$ cat config.mk
export PLATFORM = sky130hd
export DESIGN_NAME = current_monitor_strobe_sequencer
export DESIGN_NICKNAME = d
export VERILOG_FILES = /design/src/cm_seq_pkg.sv /design/src/current_monitor_strobe_sequencer.sv
export SDC_FILE = /design/constraint.sdc
export NUM_CORES = 1
export LEC_CHECK = 0
export BUFFER_PORTS_ARGS = -buffer_cell sky130_fd_sc_hd__clkbuf_2
export CORE_MARGIN = 3
export CORE_UTILIZATION = 50
export CTS_CLUSTER_DIAMETER = 60
export DETAILED_ROUTE_END_ITERATION = 6
export PLACE_DENSITY = 0.87
export SYNTH_ARGS = -nofsm -noshare
export SYNTH_HDL_FRONTEND = slang
export SYNTH_SLANG_ARGS = --single-unit
export TNS_END_PERCENT = 30
$ cat constraint.sdc
create_clock -name clock_in -period 4.3 [get_ports clock_in]
set_input_delay 0.215 -clock clock_in [delete_from_list [all_inputs] [get_ports clock_in]]
set_output_delay 0.215 -clock clock_in [all_outputs]
set_load 0.02 [all_outputs]
$ cat src/cm_seq_pkg.sv
// Constants and carrier types for the current monitor strobe sequencer
package cm_seq_pkg;
    localparam int NUM_MON = 4;
    localparam int CLK_MHZ = 125;
    // Register offsets (word index times four)
    localparam logic [7:0] REG_SHARED_STROBE = 8'h00;
    localparam logic [7:0] REG_MON_BASE = 8'h04;
    localparam logic [7:0] REG_MON_STRIDE = 8'h04;
    localparam logic [7:0] REG_STATUS = 8'h14;
    localparam logic [7:0] REG_TIMING = 8'h18;
    // Per-monitor control field positions
    localparam int BIT_BYPASS = 0;
    localparam int BIT_ISO = 1;
    localparam int BIT_EN = 2;
    localparam int BIT_STB = 3;
    localparam int BIT_TM_BYPASS = 4;
    localparam int BIT_TM_ISO = 5;
    localparam int CTRL_W = 6;
    localparam logic [CTRL_W-1:0] CTRL_RESET = 6'h00;
    // Timing field layout and reset values (cycles)
    localparam int SAMPLE_POS = 0;
    localparam int BBM_POS = 8;
    localparam logic [7:0] SAMPLE_CYC_RESET = 8'h10;
    localparam logic [7:0] BBM_CYC_RESET = 8'h02;
    // Converter channels used by each block's pads
    localparam logic [3:0] CH_HIGH_EVEN = 4'h3;
    localparam logic [3:0] CH_LOW_EVEN = 4'h4;
    localparam logic [3:0] CH_HIGH_ODD = 4'h7;
    localparam logic [3:0] CH_LOW_ODD = 4'h8;

    typedef enum logic [1:0] {
        PH_IDLE = 2'b00,
        PH_SAMPLE = 2'b01,
        PH_BBM = 2'b11,
        PH_TRACK = 2'b10
    } phase_t;

    // Switch drive for one monitor; 1 means closed
    typedef struct packed {
        logic s1;
        logic s2;
        logic s3;
        logic s4;
    } switches_t;

    // Pad routing for one monitor
    typedef struct packed {
        logic high_pad_to_adc;
        logic amp_to_adc;
        logic low_pad_to_adc;
        logic tm_to_adc;
        logic high_iso_closed;
        logic low_iso_closed;
        logic [3:0] high_channel;
        logic [3:0] low_channel;
    } routing_t;
endpackage : cm_seq_pkg

$ cat src/current_monitor_strobe_sequencer.sv
// Strobe-driven switch sequencer and pad routing for four current monitors
//
// Strobed register access and the placing of the registers were decided locally.
`timescale 1ns/1ps
module current_monitor_strobe_sequencer (
    input wire logic clock_in,
    input wire logic rst_b_in,
    input wire logic [7:0] addr_in,
    input wire logic [31:0] wdata_in,
    input wire logic wr_in,
    input wire logic rd_in,
    output logic [31:0] rdata_out,
    input wire logic [3:0] high_pad_level_in,
    input wire logic [3:0] low_pad_level_in,
    output logic [3:0] comp_plus_is_high_pad_out,
    output logic [3:0] comp_minus_is_low_pad_out,
    output logic [3:0] comparator_level_out,
    output logic [3:0] monitor_enable_out,
    output cm_seq_pkg::switches_t [3:0] switches_out,
    output cm_seq_pkg::routing_t [3:0] routing_out,
    output logic [3:0] tracking_out
);

    ////////////////////////////////////////////////////////////////////////
    // Registers

    logic [3:0] monitor_strobe_shared_copy;
    logic [cm_seq_pkg::CTRL_W-1:0] ctrl [cm_seq_pkg::NUM_MON];
    logic [7:0] sample_cycles;
    logic [7:0] bbm_cycles;
    cm_seq_pkg::phase_t phase [cm_seq_pkg::NUM_MON];
    logic [3:0] effective_strobe;
    logic [3:0] strobe_prev;

    // Software writes; the shared copy lets one write start several monitors
    always_ff @(posedge clock_in) begin
        if (!rst_b_in) begin
            monitor_strobe_shared_copy <= 4'h0;
        end else if (wr_in && addr_in == cm_seq_pkg::REG_SHARED_STROBE) begin
            monitor_strobe_shared_copy <= wdata_in[3:0];
        end
    end

    always_ff @(posedge clock_in) begin
        if (!rst_b_in) begin
            sample_cycles <= cm_seq_pkg::SAMPLE_CYC_RESET;
            bbm_cycles <= cm_seq_pkg::BBM_CYC_RESET;
        end else if (wr_in && addr_in == cm_seq_pkg::REG_TIMING) begin
            // Zero counts would wrap to a 256-cycle phase, so force at least one cycle
            sample_cycles <= (wdata_in[cm_seq_pkg::SAMPLE_POS +: 8] == 8'h00) ? 8'h01
                : wdata_in[cm_seq_pkg::SAMPLE_POS +: 8];
            bbm_cycles <= (wdata_in[cm_seq_pkg::BBM_POS +: 8] == 8'h00) ? 8'h01
                : wdata_in[cm_seq_pkg::BBM_POS +: 8];
        end
    end

    a_timing_write: assert property (@(posedge clock_in) disable iff (!rst_b_in)
        (wr_in && addr_in == cm_seq_pkg::REG_TIMING && wdata_in[cm_seq_pkg::SAMPLE_POS +: 8] != 8'h00)
        |=> sample_cycles == $past(wdata_in[cm_seq_pkg::SAMPLE_POS +: 8]))
        else $error("sample count not written");
    a_timing_floor: assert property (@(posedge clock_in) disable iff (!rst_b_in)
        sample_cycles != 8'h00 && bbm_cycles != 8'h00)
        else $error("zero phase count stored");

    ////////////////////////////////////////////////////////////////////////
    // Per-monitor sequencer and routing

    genvar g;
    generate
        for (g = 0; g < cm_seq_pkg::NUM_MON; g++) begin : gen_mon
            localparam logic [7:0] MY_ADDR = 8'(cm_seq_pkg::REG_MON_BASE + g * cm_seq_pkg::REG_MON_STRIDE);
            logic [7:0] count;
            logic en;
            logic bypass;
            logic tm_bypass;

            always_ff @(posedge clock_in) begin
                if (!rst_b_in) begin
                    ctrl[g] <= cm_seq_pkg::CTRL_RESET;
                end else if (wr_in && addr_in == MY_ADDR) begin
                    ctrl[g] <= wdata_in[cm_seq_pkg::CTRL_W-1:0];
                end
            end

            assign en = ctrl[g][cm_seq_pkg::BIT_EN];
            assign bypass = ctrl[g][cm_seq_pkg::BIT_BYPASS];
            assign tm_bypass = ctrl[g][cm_seq_pkg::BIT_TM_BYPASS];
            assign effective_strobe[g] = ctrl[g][cm_seq_pkg::BIT_STB] | monitor_strobe_shared_copy[g];

            always_ff @(posedge clock_in) begin
                if (!rst_b_in) begin
                    strobe_prev[g] <= 1'b0;
                end else begin
                    strobe_prev[g] <= effective_strobe[g];
                end
            end

            // Disabled monitor is powered down and parks in idle
            always_ff @(posedge clock_in) begin
                if (!rst_b_in) begin
                    phase[g] <= cm_seq_pkg::PH_IDLE;
                    count <= 8'h00;
                end else if (!effective_strobe[g] || !en) begin
                    phase[g] <= cm_seq_pkg::PH_IDLE;
                    count <= 8'h00;
                end else begin
                    unique case (phase[g])
                        cm_seq_pkg::PH_IDLE: begin
                            if (!strobe_prev[g]) begin
                                phase[g] <= cm_seq_pkg::PH_SAMPLE;
                                count <= sample_cycles;
                            end
                        end
                        cm_seq_pkg::PH_SAMPLE: begin
                            if (count == 8'h01) begin
                                phase[g] <= cm_seq_pkg::PH_BBM;
                                count <= bbm_cycles;
                            end else begin
                                count <= count - 8'h01;
                            end
                        end
                        cm_seq_pkg::PH_BBM: begin
                            if (count == 8'h01) begin
                                phase[g] <= cm_seq_pkg::PH_TRACK;
                            end else begin
                                count <= count - 8'h01;
                            end
                        end
                        cm_seq_pkg::PH_TRACK: begin
                            phase[g] <= cm_seq_pkg::PH_TRACK;
                        end
                    endcase
                end
            end

            // Switch drive follows phase table
            always_comb begin
                unique case (phase[g])
                    cm_seq_pkg::PH_IDLE: switches_out[g] = '{s1: 1'b1, s2: 1'b1, s3: 1'b1, s4: 1'b0};
                    cm_seq_pkg::PH_SAMPLE: switches_out[g] = '{s1: 1'b0, s2: 1'b0, s3: 1'b1, s4: 1'b0};
                    cm_seq_pkg::PH_BBM: switches_out[g] = '{s1: 1'b0, s2: 1'b0, s3: 1'b0, s4: 1'b0};
                    cm_seq_pkg::PH_TRACK: switches_out[g] = '{s1: 1'b0, s2: 1'b0, s3: 1'b0, s4: 1'b1};
                endcase
            end

            always_comb begin
                routing_out[g].high_pad_to_adc = bypass;
                routing_out[g].amp_to_adc = !bypass;
                // Isolation only closes on an explicit direct-input request, never while monitoring
                routing_out[g].high_iso_closed = ctrl[g][cm_seq_pkg::BIT_ISO] && !en;
                routing_out[g].low_pad_to_adc = tm_bypass;
                routing_out[g].tm_to_adc = !tm_bypass;
                routing_out[g].low_iso_closed = ctrl[g][cm_seq_pkg::BIT_TM_ISO] && tm_bypass && !en;
                routing_out[g].high_channel = (g % 2 == 1) ? cm_seq_pkg::CH_HIGH_ODD : cm_seq_pkg::CH_HIGH_EVEN;
                routing_out[g].low_channel = (g % 2 == 1) ? cm_seq_pkg::CH_LOW_ODD : cm_seq_pkg::CH_LOW_EVEN;
            end

            assign comp_plus_is_high_pad_out[g] = 1'b1;
            assign comp_minus_is_low_pad_out[g] = 1'b1;
            assign comparator_level_out[g] = high_pad_level_in[g] & ~low_pad_level_in[g];
            assign monitor_enable_out[g] = en;
            assign tracking_out[g] = (phase[g] == cm_seq_pkg::PH_TRACK);

            // Sequencer checks
            a_track_exit: assert property (@(posedge clock_in) disable iff (!rst_b_in)
                (phase[g] == cm_seq_pkg::PH_TRACK && !effective_strobe[g]) |=> phase[g] == cm_seq_pkg::PH_IDLE)
                else $error("track phase did not return to idle");
            a_track_hold: assert property (@(posedge clock_in) disable iff (!rst_b_in)
                (phase[g] == cm_seq_pkg::PH_TRACK && effective_strobe[g] && en) |=> phase[g] == cm_seq_pkg::PH_TRACK)
                else $error("track phase left while strobe high");
            a_tracking_flag: assert property (@(posedge clock_in) disable iff (!rst_b_in)
                tracking_out[g] == (phase[g] == cm_seq_pkg::PH_TRACK))
                else $error("tracking flag disagrees with phase");
            // Both sources low must bring the monitor home, whichever one raised it
            a_or_strobe: assert property (@(posedge clock_in) disable iff (!rst_b_in)
                (!ctrl[g][cm_seq_pkg::BIT_STB] && !monitor_strobe_shared_copy[g])
                |=> phase[g] == cm_seq_pkg::PH_IDLE)
                else $error("monitor not idle after both strobes low");
            a_seq_start: assert property (@(posedge clock_in) disable iff (!rst_b_in)
                (phase[g] == cm_seq_pkg::PH_IDLE && !strobe_prev[g] && effective_strobe[g] && en)
                |=> phase[g] == cm_seq_pkg::PH_SAMPLE)
                else $error("strobe rise did not start sequence");
            a_no_restart: assert property (@(posedge clock_in) disable iff (!rst_b_in)
                (phase[g] == cm_seq_pkg::PH_IDLE && strobe_prev[g] && effective_strobe[g])
                |=> phase[g] == cm_seq_pkg::PH_IDLE)
                else $error("held strobe restarted sequence");
            a_sample_exit: assert property (@(posedge clock_in) disable iff (!rst_b_in)
                (phase[g] == cm_seq_pkg::PH_SAMPLE && effective_strobe[g] && en && count == 8'h01)
                |=> phase[g] == cm_seq_pkg::PH_BBM)
                else $error("sample phase did not end in break-before-make");
            a_bbm_exit: assert property (@(posedge clock_in) disable iff (!rst_b_in)
                (phase[g] == cm_seq_pkg::PH_BBM && effective_strobe[g] && en && count == 8'h01)
                |=> phase[g] == cm_seq_pkg::PH_TRACK)
                else $error("break-before-make did not end in track");
            a_phase_order: assert property (@(posedge clock_in) disable iff (!rst_b_in)
                phase[g] == cm_seq_pkg::PH_SAMPLE
                |-> $past(phase[g]) == cm_seq_pkg::PH_IDLE || $past(phase[g]) == cm_seq_pkg::PH_SAMPLE)
                else $error("sample phase entered out of order");
            a_bbm_before: assert property (@(posedge clock_in) disable iff (!rst_b_in)
                (phase[g] == cm_seq_pkg::PH_TRACK && !$past(phase[g] == cm_seq_pkg::PH_TRACK))
                |-> $past(phase[g] == cm_seq_pkg::PH_BBM))
                else $error("track entered without break-before-make");
            a_sample_len: assert property (@(posedge clock_in) disable iff (!rst_b_in)
                (phase[g] == cm_seq_pkg::PH_SAMPLE && $past(phase[g]) == cm_seq_pkg::PH_IDLE)
                |-> count == sample_cycles)
                else $error("sample phase length wrong");
            a_bbm_len: assert property (@(posedge clock_in) disable iff (!rst_b_in)
                (phase[g] == cm_seq_pkg::PH_BBM && $past(phase[g]) == cm_seq_pkg::PH_SAMPLE)
                |-> count == bbm_cycles)
                else $error("break-before-make length wrong");
            // S4 closing beside any of S1 to S3 would short the pads together
            a_switch_break: assert property (@(posedge clock_in) disable iff (!rst_b_in)
                !(switches_out[g].s4 && (switches_out[g].s1 || switches_out[g].s2 || switches_out[g].s3)))
                else $error("track switch closed beside input switches");
            a_disable_idle: assert property (@(posedge clock_in) disable iff (!rst_b_in)
                !en |=> phase[g] == cm_seq_pkg::PH_IDLE)
                else $error("disabled monitor left idle");
            a_shared_copy: assert property (@(posedge clock_in) disable iff (!rst_b_in)
                (wr_in && addr_in == cm_seq_pkg::REG_SHARED_STROBE)
                |=> monitor_strobe_shared_copy[g] == $past(wdata_in[g]))
                else $error("shared strobe copy not written");

            // Routing checks
            a_mux_excl: assert property (@(posedge clock_in) disable iff (!rst_b_in)
                routing_out[g].high_pad_to_adc != routing_out[g].amp_to_adc)
                else $error("channel fed by both pad and amplifier");
            a_iso_open: assert property (@(posedge clock_in) disable iff (!rst_b_in)
                en |-> !routing_out[g].high_iso_closed && !routing_out[g].low_iso_closed)
                else $error("isolation closed while monitor in use");
            a_high_iso_direct: assert property (@(posedge clock_in) disable iff (!rst_b_in)
                (ctrl[g][cm_seq_pkg::BIT_ISO] && !en) |-> routing_out[g].high_iso_closed)
                else $error("high-side isolation not closed for direct input");
            a_tm_replace: assert property (@(posedge clock_in) disable iff (!rst_b_in)
                tm_bypass |-> routing_out[g].low_pad_to_adc && !routing_out[g].tm_to_adc)
                else $error("low pad did not replace temperature output");
            a_low_iso_direct: assert property (@(posedge clock_in) disable iff (!rst_b_in)
                (ctrl[g][cm_seq_pkg::BIT_TM_ISO] && tm_bypass && !en) |-> routing_out[g].low_iso_closed)
                else $error("low-side isolation not closed for direct input");
            a_comp_level: assert property (@(posedge clock_in) disable iff (!rst_b_in)
                comparator_level_out[g] == (high_pad_level_in[g] && !low_pad_level_in[g]))
                else $error("comparator level not high pad over low pad");
            a_channel_map: assert property (@(posedge clock_in) disable iff (!rst_b_in)
                routing_out[g].high_channel == ((g % 2 == 1) ? cm_seq_pkg::CH_HIGH_ODD : cm_seq_pkg::CH_HIGH_EVEN)
                && routing_out[g].low_channel == ((g % 2 == 1) ? cm_seq_pkg::CH_LOW_ODD : cm_seq_pkg::CH_LOW_EVEN))
                else $error("pad channel mapping wrong");
        end
    endgenerate

    ////////////////////////////////////////////////////////////////////////
    // Read port: data stand the cycle after the read strobe

    logic [31:0] next_rdata;
    always_comb begin
        next_rdata = 32'h0000_0000;
        if (addr_in == cm_seq_pkg::REG_SHARED_STROBE) begin
            next_rdata[3:0] = monitor_strobe_shared_copy;
        end else if (addr_in == cm_seq_pkg::REG_STATUS) begin
            for (int i = 0; i < cm_seq_pkg::NUM_MON; i++) begin
                next_rdata[2*i +: 2] = phase[i];
                next_rdata[8+i] = effective_strobe[i];
            end
        end else if (addr_in == cm_seq_pkg::REG_TIMING) begin
            next_rdata[cm_seq_pkg::SAMPLE_POS +: 8] = sample_cycles;
            next_rdata[cm_seq_pkg::BBM_POS +: 8] = bbm_cycles;
        end else begin
            for (int i = 0; i < cm_seq_pkg::NUM_MON; i++) begin
                if (addr_in == 8'(cm_seq_pkg::REG_MON_BASE + i * cm_seq_pkg::REG_MON_STRIDE)) begin
                    next_rdata[cm_seq_pkg::CTRL_W-1:0] = ctrl[i];
                end
            end
        end
    end

    always_ff @(posedge clock_in) begin
        if (!rst_b_in) begin
            rdata_out <= 32'h0000_0000;
        end else if (rd_in) begin
            rdata_out <= next_rdata;
        end else begin
            rdata_out <= 32'h0000_0000;
        end
    end

    // Data stand only in cycles that follow a read strobe cycle, so a late sample by the master reads zero
    a_rdata_idle: assert property (@(posedge clock_in) disable iff (!rst_b_in)
        !$past(rd_in) |-> rdata_out == 32'h0000_0000)
        else $error("read data stood without a read");

endmodule : current_monitor_strobe_sequencer

# == Word level (Yosys, flattened, before mapping) ==
# Memories as Yosys holds them, arrays and structs flattened.
# Index checks and enable logic that the tools add are counted.
# classes
mux,151
bitwise_logic,39
add_sub_neg,4
eq_ne,30
n_reduce_logical,60
# op_table
op,count
two-way mux 8 bit,14
two-way mux 1 bit,97
case mux 8 bit (3 select lines),4
case mux 4 bit (4 select lines),4
two-way mux 6 bit,9
two-way mux 2 bit,20
== test 8 x 1 -> 1 bit (second input constant),4
subtractor 8 x 1 -> 8 bit (second input constant),4
bitwise OR 1 bit,28
== test 8 x 5 -> 1 bit (second input constant),3
zero test 8 bit,3
logical AND 1 bit,18
== test 2 bit (second input constant),8
== test 8 x 4 -> 1 bit (second input constant),2
zero test 1 bit,16
!= test 2 bit (second input constant),8
two-way mux 12 bit,1
AND reduction 3 bit,4
nonzero test 3 bit,4
two-way mux 10 bit,1
== test 2 x 1 -> 1 bit (second input constant),4
== test 8 x 3 -> 1 bit (second input constant),1
zero test 2 bit,4
OR reduction 2 bit,4
other kinds (7),19
# word_totals
ff_bits,88
mem_count,2
ramBits,32
inputBits,52
# memory_table
name,depth,word_bits,rd,rd_ports_with_merged_regs,write_ports,line_no,rtl
ctrl,4,6,4,0,4,current_monitor_strobe_sequencer.sv:28,logic [cm_seq_pkg::CTRL_W-1:0] ctrl [cm_seq_pkg::NUM_MON];
phase,4,2,4,0,4,current_monitor_strobe_sequencer.sv:31,cm_seq_pkg::phase_t phase [cm_seq_pkg::NUM_MON];

# == Longest topological paths before layout ==
# An unclocked memory read counts as a cell.
# depth
word_depth,12
ltp_mapped,8
mapped_depth_nobuf,7

# == Least setup slack after synthesis ==
# Ideal clock, no wire load.
# synth_path
kind,input -> register
start,input addr_in[5]
end,memory ctrl[3][0] (netlist name) (enable)
stages,3
slack_ps,2424
arrival_ps,1487
required_time_ps,3911
path_buffers,0
cell_sequence,nor4b_1 -> nand2_1 -> o41ai_1
# synth_lines
item,line_no,rtl
"start, declared",current_monitor_strobe_sequencer.sv:8,"input wire logic [7:0] addr_in,"
"end, declared",current_monitor_strobe_sequencer.sv:28,

==> results.tsv <==
metric	value	unit
fin. max-slew vios	0	
reg-to-reg critical path endpoint	gen_mon[2].count[7]	
Vias/cell	5.78	
Setup crit end kind	register	
cell with the largest stage delay on the worst path	edfxtp_1	
GR Util met2	36.7	%
status	complete, no violations	
vias in the first global route	5093	
CTS root buf	clkbuf_16	
routed length per placed instance	16.8	µm
critical path required time	4.58	ns
WS Path Type	reg2reg	
Post-CTS Hold Buffers	0	
Clock Pin Slew Worst Setup and Hold Paths	0.08	ns
largest net degree at the start of global routing	33	
cell internal pwr	1.54	mW
ratio of cells with drive above 1 in the final layout	16.5	%
H-tree Lvls	3	
EDFF count, synth	32	
synthesized area	6450	µm²
max_cap viols	0	
ys flop type	dfxtp_1	
Max VDD drop	0.271	mV
Setup Fix Bufs, Post-CTS	0	
Setup crit start kind	register	
FF-to-FF path depth	5	
fin nets	887	
M1 GR Usage	30.8	%
Max Root-Sink Buffers	2	
Worst slew margin	42.2	%
Seq/Total Area, Yosys	37.3	%
TritonCTS Sinks	104	
Iteration-0 DRC Markers	640	
DRC viols	0	
crit-path cells	inv_1, a21oi_1, or2_1, o21ai_1, a221oi_1	
worst min-delay path class	in2reg	
antenna violations before repair	0	
Sequential Power Share	48.9	%
asr flop ratio synth	0	%
die height	120	µm
IO Count	176	
Post-Syn Area per Cell	8.37	µm²
slowest stage delay, CP	0.85	ns
Max FO, Critical Path	24	
clock share of power	36.9	%
n_diodes	0	
beginning of the worst hold path	wdata_in[8]	
Initial Util	52.4	%
Worst EP arrival	2.58	ns
met3 usage	4.29	%
combinational share of power	14.2	%
Clock Skews	0.0104	ns
Cell Rows	40	
CTS tree	yes	
Switching Share	30.0	%
fin crit period	2.31	ns
Num CTS Buffers	9	
Synthesis Warnings	0	
P_leak	2.85	nW
Antenna Violating Nets Remaining	0	
Hold Fails Final Rpt	0	
R2R Setup Slk	1.99	ns
RSZ-0062 raised after global routing	no	
Buffers on Ports	103	
Final TNS setup	0	ns
Hold Crit Endpoint	bbm_cycles[0]	
Total Wirelength	16800	µm
hpwl dp	12300	µm
RePlAce Congestion	0.965	
grt ovf	0	
Hold Path Depth	2	
sw power	0.663	mW
DR pass1 iterations	5	
Core Area	12300	µm²
post-synthesis cell count	770	
Die Width	120	µm
Post-CTS Resized	0	
first-pass GRT wire length	26300	µm
Seq cells post-synth	104	
Total GRT Usage	22.8	%
GRT Max-Usage Layer	met2	
placed inst area	6660	µm²
Skew-Pair Late Insertion Delay	0.36	ns
worst flop-to-flop path startpoint	phase[2][0]	
DIE AREA	14300	µm²
synth unique cells	71	
final period utilization	53.6	%
Power Dens Cells	318	nW/µm²
area grow syn2layout	7.84	%
f_max	434	MHz
Setup-failing EPs final	0	
Slew @ Worst Pin	0.860	ns
via count	5783	
fin area	6950	µm²
==> cell usage in the layout (no fill, tap or decap), drive strengths merged, types with 14 or more instances in the layout <==
cell,instances
a21oi,31
a31oi,20
and2,34
clkbuf,112
conb,56
dfxtp,72
edfxtp,32
inv,36
mux2i,28
nand2,65
nand2b,14
nand3,14
nor2,66
nor2b,37
nor3,16
o211ai,16
o21ai,49
o22ai,15
==> worst max-delay path: cells and delay by family, from the launching register on <==
family	cells	cell delay [ns]
buffers and inverters	1	0.23
flip-flops	1	0.85
AO/OA/AOI/OAI	3	0.80
AND/OR/NAND/NOR	1	0.35
==> through the flow <==
stage	instances	setup slack (ns)	utilization [%]	hold slack [ns]	total power, mW
2_1_floorplan	824	2.42	-	0.340	1.37
4_1_cts	1000	2.07	56.5	0.101	2.21
5_1_grt	1000	1.83	56.5	0.120	2.30
6_report	1000	1.99	56.5	0.104	2.21
3_5_place_dp	984	2.09	54.1	0.476	1.41
3_3_place_gp	984	2.12	54.1	0.466	1.40
==> cell families (layout without fill, tap and decap cells) <==
| group | after synthesis | count (layout) | synth area share (%) |
|---|---|---|---|
| compound gates | 182 | 182 | 18.2 |
| xor+xnor | 3 | 3 | 0.408 |
| fa+ha+maj | 8 | 8 | 1.55 |
| buf+inv | 145 | 153 | 13.2 |
| flops | 104 | 104 | 37.3 |
| mux | 34 | 34 | 5.39 |
| other cells | 2 | 56 | 0.116 |
| simple gates | 292 | 292 | 23.9 |
==> flip-flops by register name, summed over array words and instances (netlist names) <==
register                    flops
bbm_cycles                      8
monitor_strobe_shared_copy      4
rdata_out                      16
phase                           8
ctrl                           24
strobe_prev                     4
gen_mon.count                  32
sample_cycles                   8
==> metal layers <==
metal / share of wire [%] / routed length, µm / vias up
met4: 2.7 / 459 / 0
met1: 40 / 6790 / 2705
met2: 48 / 8000 / 320
met3: 9.1 / 1540 / 46
met5: 0 / 0 / -
li1: - / - / 2712
==> synthesized netlist by cell type, drive strengths merged, types with 7 or more instances <==
library cell,n,area (µm²)
a21oi,31,155
a22oi,9,67.6
a31oi,20,125
and2,34,213
buf,86,632
clkbuf,27,101
dfxtp,72,1440
edfxtp,32,961
ha,8,100
inv,32,120
mux2i,28,280
nand2,65,244
nand2b,14,87.6
nand3,14,70.1
nor2,66,248
nor2b,37,231
nor3,16,90.1
nor4,10,75.1
o211ai,16,120
o21ai,49,245
o22ai,15,93.8
or2,7,43.8
==> worst max path at each step <==
stage | start | end | slack, ns
2_1_floorplan | addr_in[5] | ctrl[3][0] | 2.42
3_3_place_gp | phase[2][0] | gen_mon[2].count[7] | 2.12
3_5_place_dp | phase[2][0] | gen_mon[2].count[7] | 2.09
4_1_cts | phase[2][0] | gen_mon[2].count[7] | 2.07
5_1_grt | phase[2][0] | gen_mon[2].count[7] | 1.83
6_report | phase[2][0] | gen_mon[2].count[7] | 1.99
==> power groups by stage <==
stage	Clock (mW)	Combinational (mW)	Sequential, mW
6_report	0.815	0.313	1.08
5_1_grt	0.871	0.342	1.08
4_1_cts	0.821	0.310	1.08
3_5_place_dp	0	0.308	1.10
3_3_place_gp	0	0.303	1.10
2_1_floorplan	0	0.297	1.07
==> layout make-up <==
type / count / area, µm²
clock buffer: 9 / 225
fill: 1128 / 5360
multi-input combinational: 575 / 3400
clock inverter: 7 / 70.1
tap: 168 / 210
timing repair buffer: 105 / 531
sequential: 104 / 2400
inverter: 32 / 120
No activity file was read; power rests on OpenSTA's default activity.
